<file path="src/hw/trgx_pkg.sv">
// Purpose: Shared constants and types for the trigger export router.
// Assumes: One 20 MHz clock, no register bus, plain control ports.
// Notes: Terminal codes fill the routing table of the router.
package trgx_pkg;
   // Exportable signal indices.
   localparam int SIG_START = 0;
   localparam int SIG_REF = 1;
   localparam int SIG_ADVANCE = 2;
   localparam int SIG_RDY_START = 3;
   localparam int SIG_RDY_ADVANCE = 4;
   localparam int SIG_RDY_REF = 5;
   localparam int SIG_RECORD_COMPLETE = 6;
   localparam int SIG_DONE = 7;
   localparam int NUM_SIGNALS = 8;
   // Terminal codes: 0 is no export, 1..2 function lines, 3..10 backplane
   // trigger lines, 11 the star trigger line.
   localparam logic [3:0] TERM_NONE = 4'h0;
   localparam logic [3:0] TERM_PFL_FIRST = 4'h1;
   localparam logic [3:0] TERM_BPT_FIRST = 4'h3;
   localparam logic [3:0] TERM_STAR = 4'hB;
   localparam int NUM_PFL = 2;
   localparam int NUM_BPT = 8;
   localparam int NUM_TERMS = 11;
   // Reference clock lock source.
   typedef enum logic [1:0] {
      TRGX_REF_INTERNAL = 2'b00,
      TRGX_REF_EXT_IN = 2'b01,
      TRGX_REF_BACKPLANE = 2'b10
   } trgx_ref_src_t;
   // Backplane clock driver source.
   typedef enum logic [1:0] {
      TRGX_BPC_NONE = 2'b00,
      TRGX_BPC_INTERNAL = 2'b01,
      TRGX_BPC_EXT_IN = 2'b10
   } trgx_bpc_src_t;
   localparam logic [1:0] REF_SRC_RESET = 2'h0;
   localparam logic [1:0] BPC_SRC_RESET = 2'h0;
   // Reference rate in Hz; the only supported value.
   localparam logic [31:0] REF_RATE_HZ = 32'h0098_9680;
   localparam logic [3:0] REQUIRED_SLOT = 4'h2;
   // Full clock configuration, shadowed and committed as one word.
   typedef struct packed {
      trgx_ref_src_t ref_src;
      trgx_bpc_src_t bpc_src;
   } trgx_clk_cfg_t;
   // Session control strobes.
   typedef struct packed {
      logic commit;
      logic close;
      logic dev_reset;
   } trgx_ctl_t;
   // Driven terminal group.
   typedef struct packed {
      logic [NUM_PFL-1:0] pfl;
      logic [NUM_BPT-1:0] bpt;
      logic star;
   } trgx_term_t;
endpackage : trgx_pkg

</file>
<file path="src/hw/trgx_route.sv">
// Purpose: Active routing table and terminal drive for the export router.
// Assumes: Selections arrive already validated, with a commit strobe.
// Notes: Backplane trigger lines stay released after a close until a commit.
`timescale 1ns/10ps
module trgx_route #(
   parameter int NSIG = trgx_pkg::NUM_SIGNALS
) (
   input wire logic clk_i,
   input wire logic rst_n_i,
   input wire logic [NSIG*4-1:0] shadow_i,
   input wire trgx_pkg::trgx_ctl_t ctl_i,
   input wire logic [NSIG-1:0] sig_i,
   output trgx_pkg::trgx_term_t term_o,
   output trgx_pkg::trgx_term_t oe_o
);
   // The terminal decode below serves exactly the package signal count.
   if (NSIG != trgx_pkg::NUM_SIGNALS) begin : g_bad_nsig
      $error("NSIG must equal the package signal count.");
   end
   typedef struct packed {
      logic [NSIG*4-1:0] active;
      logic bpt_block;
      trgx_pkg::trgx_term_t term;
      trgx_pkg::trgx_term_t oe;
   } trgx_route_st_t;
   trgx_route_st_t st;
   trgx_route_st_t next_st;
   logic [trgx_pkg::NUM_TERMS:0] drv;
   logic [trgx_pkg::NUM_TERMS:0] val;

   // Decode the active table into per terminal drive and value.
   always_comb begin
      drv = '0;
      val = '0;
      for (int s = 0; s < NSIG; s++) begin
         if (st.active[s*4 +: 4] != trgx_pkg::TERM_NONE) begin
            drv[st.active[s*4 +: 4]] = 1'b1;
            val[st.active[s*4 +: 4]] = val[st.active[s*4 +: 4]] | sig_i[s];
         end
      end
   end

   // Update the table on commit and clear it on device reset.
   always_comb begin
      next_st = st;
      if (ctl_i.dev_reset) begin
         next_st.active = '0;
         next_st.bpt_block = 1'b0;
      end else if (ctl_i.commit) begin
         next_st.active = shadow_i;
         next_st.bpt_block = 1'b0;
      end else if (ctl_i.close) begin
         next_st.bpt_block = 1'b1;
      end
      next_st.oe.pfl = drv[2:1];
      next_st.oe.bpt = st.bpt_block ? '0 : drv[10:3];
      next_st.oe.star = st.bpt_block ? 1'b0 : drv[11];
      next_st.term.pfl = val[2:1];
      next_st.term.bpt = val[10:3];
      next_st.term.star = val[11];
      if (ctl_i.dev_reset) begin
         next_st.oe = '0;
      end
   end

   // State register.
   always_ff @(posedge clk_i or negedge rst_n_i) begin
      if (!rst_n_i) begin
         st <= '0;
      end else begin
         st <= next_st;
      end
   end
   assign term_o = st.term;
   assign oe_o = st.oe;
endmodule : trgx_route

</file>
<file path="src/hw/trgx_clksel.sv">
// Purpose: Reference clock source and backplane clock driver selection.
// Assumes: Slot number is a static input from the chassis.
// Notes: Settings are validated upstream; this block only commits them.
`timescale 1ns/10ps
module trgx_clksel (
   input wire logic clk_i,
   input wire logic rst_n_i,
   input wire trgx_pkg::trgx_clk_cfg_t shadow_i,
   input wire logic commit_i,
   output trgx_pkg::trgx_clk_cfg_t active_o
);
   typedef struct packed {
      trgx_pkg::trgx_clk_cfg_t active;
   } trgx_clk_st_t;
   trgx_clk_st_t st;
   trgx_clk_st_t next_st;

   // Commit the shadow configuration in one step.
   always_comb begin
      next_st = st;
      if (commit_i) begin
         next_st.active = shadow_i;
      end
   end

   // State register.
   always_ff @(posedge clk_i or negedge rst_n_i) begin
      if (!rst_n_i) begin
         st <= '{active: '{ref_src: trgx_pkg::TRGX_REF_INTERNAL,
                           bpc_src: trgx_pkg::TRGX_BPC_NONE}};
      end else begin
         st <= next_st;
      end
   end
   assign active_o = st.active;
endmodule : trgx_clksel

</file>
<file path="src/hw/trgx_top.sv">
// Purpose: Trigger and event export router with reference clock selection.
// Assumes: Control strobes are one-cycle pulses synchronous to CLK_I.
// Notes: Terminal pins are split into value and output enable.
`timescale 1ns/10ps
module trgx_top (
   input wire logic CLK_I,
   input wire logic RST_N_I,
   input wire logic [trgx_pkg::NUM_SIGNALS-1:0] EVENT_I,
   input wire logic SEL_WR_I,
   input wire logic [2:0] SEL_SIG_I,
   input wire logic [3:0] SEL_TERM_I,
   input wire logic REF_WR_I,
   input wire logic [1:0] REF_SRC_I,
   input wire logic [31:0] REF_RATE_I,
   input wire logic BPC_WR_I,
   input wire logic [1:0] BPC_SRC_I,
   input wire logic [3:0] SLOT_I,
   input wire trgx_pkg::trgx_ctl_t CTL_I,
   output trgx_pkg::trgx_term_t TERM_O,
   output trgx_pkg::trgx_term_t TERM_OE_O,
   output trgx_pkg::trgx_clk_cfg_t CLK_CFG_O,
   output logic REFUSED_O
);
   typedef struct packed {
      logic [trgx_pkg::NUM_SIGNALS*4-1:0] shadow;
      trgx_pkg::trgx_clk_cfg_t clk_shadow;
      logic refused;
   } trgx_top_st_t;
   trgx_top_st_t st;
   trgx_top_st_t next_st;
   logic ref_ok;
   logic bpc_ok;
   logic term_ok;

   // Validate requested settings.
   always_comb begin
      term_ok = SEL_TERM_I <= trgx_pkg::TERM_STAR;
      ref_ok = (REF_SRC_I == trgx_pkg::TRGX_REF_INTERNAL) ||
               (REF_SRC_I == trgx_pkg::TRGX_REF_EXT_IN) ||
               (REF_SRC_I == trgx_pkg::TRGX_REF_BACKPLANE);
      ref_ok = ref_ok && (REF_RATE_I == trgx_pkg::REF_RATE_HZ);
      bpc_ok = (SLOT_I == trgx_pkg::REQUIRED_SLOT) &&
               (BPC_SRC_I != 2'h3);
   end

   // Shadow storage written by selection strobes; refusals pulse.
   always_comb begin
      next_st = st;
      next_st.refused = 1'b0;
      if (CTL_I.dev_reset) begin
         next_st.shadow = '0;
      end else if (SEL_WR_I && term_ok) begin
         next_st.shadow[SEL_SIG_I*4 +: 4] = SEL_TERM_I;
      end
      // A bad terminal code is refused even when a device reset coincides.
      if (SEL_WR_I && !term_ok) begin
         next_st.refused = 1'b1;
      end
      if (REF_WR_I) begin
         if (ref_ok) begin
            next_st.clk_shadow.ref_src = trgx_pkg::trgx_ref_src_t'(REF_SRC_I);
         end else begin
            next_st.refused = 1'b1;
         end
      end
      if (BPC_WR_I) begin
         if (bpc_ok) begin
            next_st.clk_shadow.bpc_src = trgx_pkg::trgx_bpc_src_t'(BPC_SRC_I);
         end else begin
            next_st.refused = 1'b1;
         end
      end
   end

   // State register.
   always_ff @(posedge CLK_I or negedge RST_N_I) begin
      if (!RST_N_I) begin
         st <= '{shadow: '0,
                 clk_shadow: '{ref_src: trgx_pkg::TRGX_REF_INTERNAL,
                               bpc_src: trgx_pkg::TRGX_BPC_NONE},
                 refused: 1'b0};
      end else begin
         st <= next_st;
      end
   end

   // Routing table and terminal drive.
   trgx_route u_route (
      .clk_i(CLK_I),
      .rst_n_i(RST_N_I),
      .shadow_i(st.shadow),
      .ctl_i(CTL_I),
      .sig_i(EVENT_I),
      .term_o(TERM_O),
      .oe_o(TERM_OE_O)
   );

   // Clock source selection.
   trgx_clksel u_clk (
      .clk_i(CLK_I),
      .rst_n_i(RST_N_I),
      .shadow_i(st.clk_shadow),
      .commit_i(CTL_I.commit),
      .active_o(CLK_CFG_O)
   );
   assign REFUSED_O = st.refused;
endmodule : trgx_top

</file>
<file path="config.mk">
export PLATFORM = sky130hd
export DESIGN_NAME = trgx_top
export DESIGN_NICKNAME = d
export VERILOG_FILES = /design/src/hw/trgx_pkg.sv /design/src/hw/trgx_route.sv /design/src/hw/trgx_clksel.sv /design/src/hw/trgx_top.sv
export SDC_FILE = /design/constraint.sdc
export NUM_CORES = 1
export LEC_CHECK = 0
export BUFFER_PORTS_ARGS = -buffer_cell sky130_fd_sc_hd__buf_2
export CELL_PAD_IN_SITES_DETAIL_PLACEMENT = 0
export CELL_PAD_IN_SITES_GLOBAL_PLACEMENT = 2
export CORE_UTILIZATION = 39
export DETAILED_ROUTE_END_ITERATION = 12
export PLACE_DENSITY_LB_ADDON = 0.08
export SETUP_SLACK_MARGIN = 0.05
export SYNTH_ARGS = -nofsm -noshare
export SYNTH_HDL_FRONTEND = slang
export SYNTH_SLANG_ARGS = --single-unit
</file>
<file path="constraint.sdc">
create_clock -name CLK_I -period 9.3 [get_ports CLK_I]
set_input_delay 0.93 -clock CLK_I [delete_from_list [all_inputs] [get_ports CLK_I]]
set_output_delay 0.93 -clock CLK_I [all_outputs]
set_load 0.02 [all_outputs]
</file>
==> results.cfg <==
[yosys]
synth_fp_nets = 936
synthArstFlopShare = 1.00
synth_top_area_frac = 0.322
synthFlopType = dfrtp_1
synth_cells = 871
yosysMostFrequentCell = nor2_1
ys_seq_area_frac = 0.322
syn_area_um2 = 7450
synth_seq_cells = 96
synth_common_cells = nor2_1 (120), dfrtp_1 (96), mux2i_1 (63), nand2_1 (63), a21oi_1 (42)
synth_top_area_cell = dfrtp_1
syn_area_per_cell_um2 = 8.55
yosysUniqueCellTypes = 90
synth_edf_count = 0
ys_warn_count = 0
synth.area.top_cells = dfrtp_1 (32%), mux2i_1 (8.5%), nor2_1 (6.0%), nand2_1 (3.2%), a21oi_1 (2.8%)

[critical_path]
worst-path-max-fanout = 14
crit_family = compound AO/OA/AOI/OAI gates
critical-path-max-stage-delay_ns = 0.87
cp-end-kind = flip-flop
timing.rr.start = u_route.st[24]
crit_arrival_ns = 6.16
crit_path_start_kind = flip-flop
worst-path-buf-inv = 0
cp_cell_sequence = nor2b_1, a32o_2, a211o_1, nand3_1, o211a_1, a211oi_2, o21ai_0, o41ai_4, o41ai_2, and3_1, and3_1, o41a_1, o41ai_2
r2r_cells = 13
cp.required_ns = 9.55
reg2reg_to = u_route.term_o[3]
r2r_slack_ns = 3.39
path_class = reg2reg
crit_slowest_cell = nor2b_1

[clock_network]
cts_tree = yes
holdBufCountCts = 0
cts_buffers = 9
insertion_delay_ns = 0.36
postCtsSetupBuffers = 0
htree_num_levels = 3
cts_buffer_depth = 2
ctsRootBufferMaster = clkbuf_16
clk_pin_slew_ns = 0.07
cts_resized = 0
clock-sinks = 96

[job]
drv_cap = 0

[routing]
drc = 0
vias = 7286
avgRoutedWirePerCell_um = 23.0
first_pass_iters = 6
drt_iter0_markers = 522
vias_per_cell = 6.40
wirelength_um = 26100
drtAntennaViolNets = 0

[sta]
period_minus_slack_ns = 5.91
tightestPinTransition_ns = 1.11
finalSetupViolCount = 0
finClkSkew_ns = 0.00862
max-slew-margin-rel = 0.253
hold_viol = 0
rsz0062_at_grt = no
max_freq_ghz = 0.169
tns_ns = 0
fin_crit_sh = 0.635
final_max_slew_viol_count = 0

[final_layout]
drive_gt1_frac = 0.171
synthToLayoutAreaGrowth_pct = 8.58
fillers = 1878
diodes = 0
layout.nets = 964

[global_route]
grt_usage = 0.272
grt_max_degree = 78
grt_pass1_vias = 7000
grt_pass1_wl_um = 41400
overflow = 0
antenna_found_initial = 0

[run_status]
status = completed

[pwr]
fin_total_pwr_mw = 0.890
leakagePower_nw = 3.55
p_per_area_nw_per_um2 = 110
vdd_ir_drop_max_mv = 0.0828

[die]
initial_core_util = 0.398
die_h_um = 140
rows = 50
pin_count = 90
die_w_um = 140
core_area_um2 = 18700
dieArea_um2 = 19700

[worst_hold_path]
hp-class = in2async

[placed_design]
gp_congestion = 0.928
hpwlAfterDp_um = 20000
io_buffers = 89
==> power breakdown <==
| part | internal [mW] | switching (mW) | total [mW] |
|---|---|---|---|
| registers | 0.425 | 0.00629 | 0.431 |
| clock network | 0.186 | 0.176 | 0.362 |
| logic | 0.0356 | 0.0607 | 0.0963 |
| total | 0.647 | 0.243 | 0.890 |
==> per-layer routing <==
metal	global-route usage	routed length [um]	share of wire
met1	0.379	11700	0.45
met2	0.435	12000	0.46
met3	0.0393	1780	0.068
met4	0.0844	727	0.028
met5	0	0	0
==> worst max path at each step <==
stage                   start                 to  cells after the start
3_5_place_dp       EVENT_I[0]  u_route.term_o[3]                     14
2_1_floorplan      EVENT_I[0]  u_route.term_o[3]                     15
5_1_grt        u_route.st[24]  u_route.term_o[3]                     13
4_1_cts        u_route.st[24]  u_route.term_o[3]                     13
6_report       u_route.st[24]  u_route.term_o[3]                     13
3_3_place_gp       EVENT_I[0]  u_route.term_o[2]                     14
==> cell usage in the layout (no fill, tap or decap), types with 11 or more instances in the layout <==
cell / instances
a211oi_1: 11
a21oi_1: 42
a31oi_1: 16
and2_1: 11
buf_2: 88
dfrtp_1: 96
inv_1: 17
mux2i_1: 63
nand2_1: 63
nand2b_1: 26
nand3_1: 25
nor2_1: 120
nor2b_1: 20
nor3_1: 31
nor4_1: 15
o211ai_1: 13
o21ai_0: 16
==> stage by stage <==
stage                     instance area (um2)  worst slack, ns   util  hold WS, ns  cells
after floorplan                          7450             4.82      -        0.474    871
after global placement                   7810             3.67  0.417        0.486   1122
after detailed placement                 7810             3.52  0.417        0.494   1122
after CTS                                8090             3.54  0.433        0.447   1138
after global routing                     8090             3.15  0.433        0.457   1138
final                                    8090             3.39  0.433        0.437   1138
==> flip-flops by register name, indices dropped and copies added, names as in the netlist <==
| name | cells |
|---|---|
| u_route.term_o | 11 |
| st | 36 |
| u_route.oe_o | 11 |
| u_clk.active_o | 4 |
| u_route.st | 33 |
| REFUSED_O | 1 |
==> worst register-to-register path, cell delays in order, from the launching register on <==
cell	delay, ns
dfrtp_1	0.61
nor2b_1	0.87
a32o_2	0.29
a211o_1	0.25
nand3_1	0.23
o211a_1	0.35
a211oi_2	0.82
o21ai_0	0.34
o41ai_4	0.56
o41ai_2	0.21
and3_1	0.21
and3_1	0.17
o41a_1	0.55
o41ai_2	0.34
==> final cells by class <==
cell class	count	area, um2	area share
inverters	17	63.8	0.00789
clock inverters	6	52.6	0.00650
repair buffers	94	485	0.0600
multi-input cells	681	4560	0.564
well taps	234	293	0.0362
clock buffers	10	229	0.0283
flip-flops and latches	96	2400	0.297
==> cell families after synthesis <==
logic type	Yosys count	share of synthesized area
mux	73	0.0997
compound gates	208	0.217
buf+inv	94	0.0650
flops	96	0.322
xor+xnor	11	0.0129
simple gates	387	0.280
fa+ha+maj	2	0.00336
(Power assumes the default switching activity.)
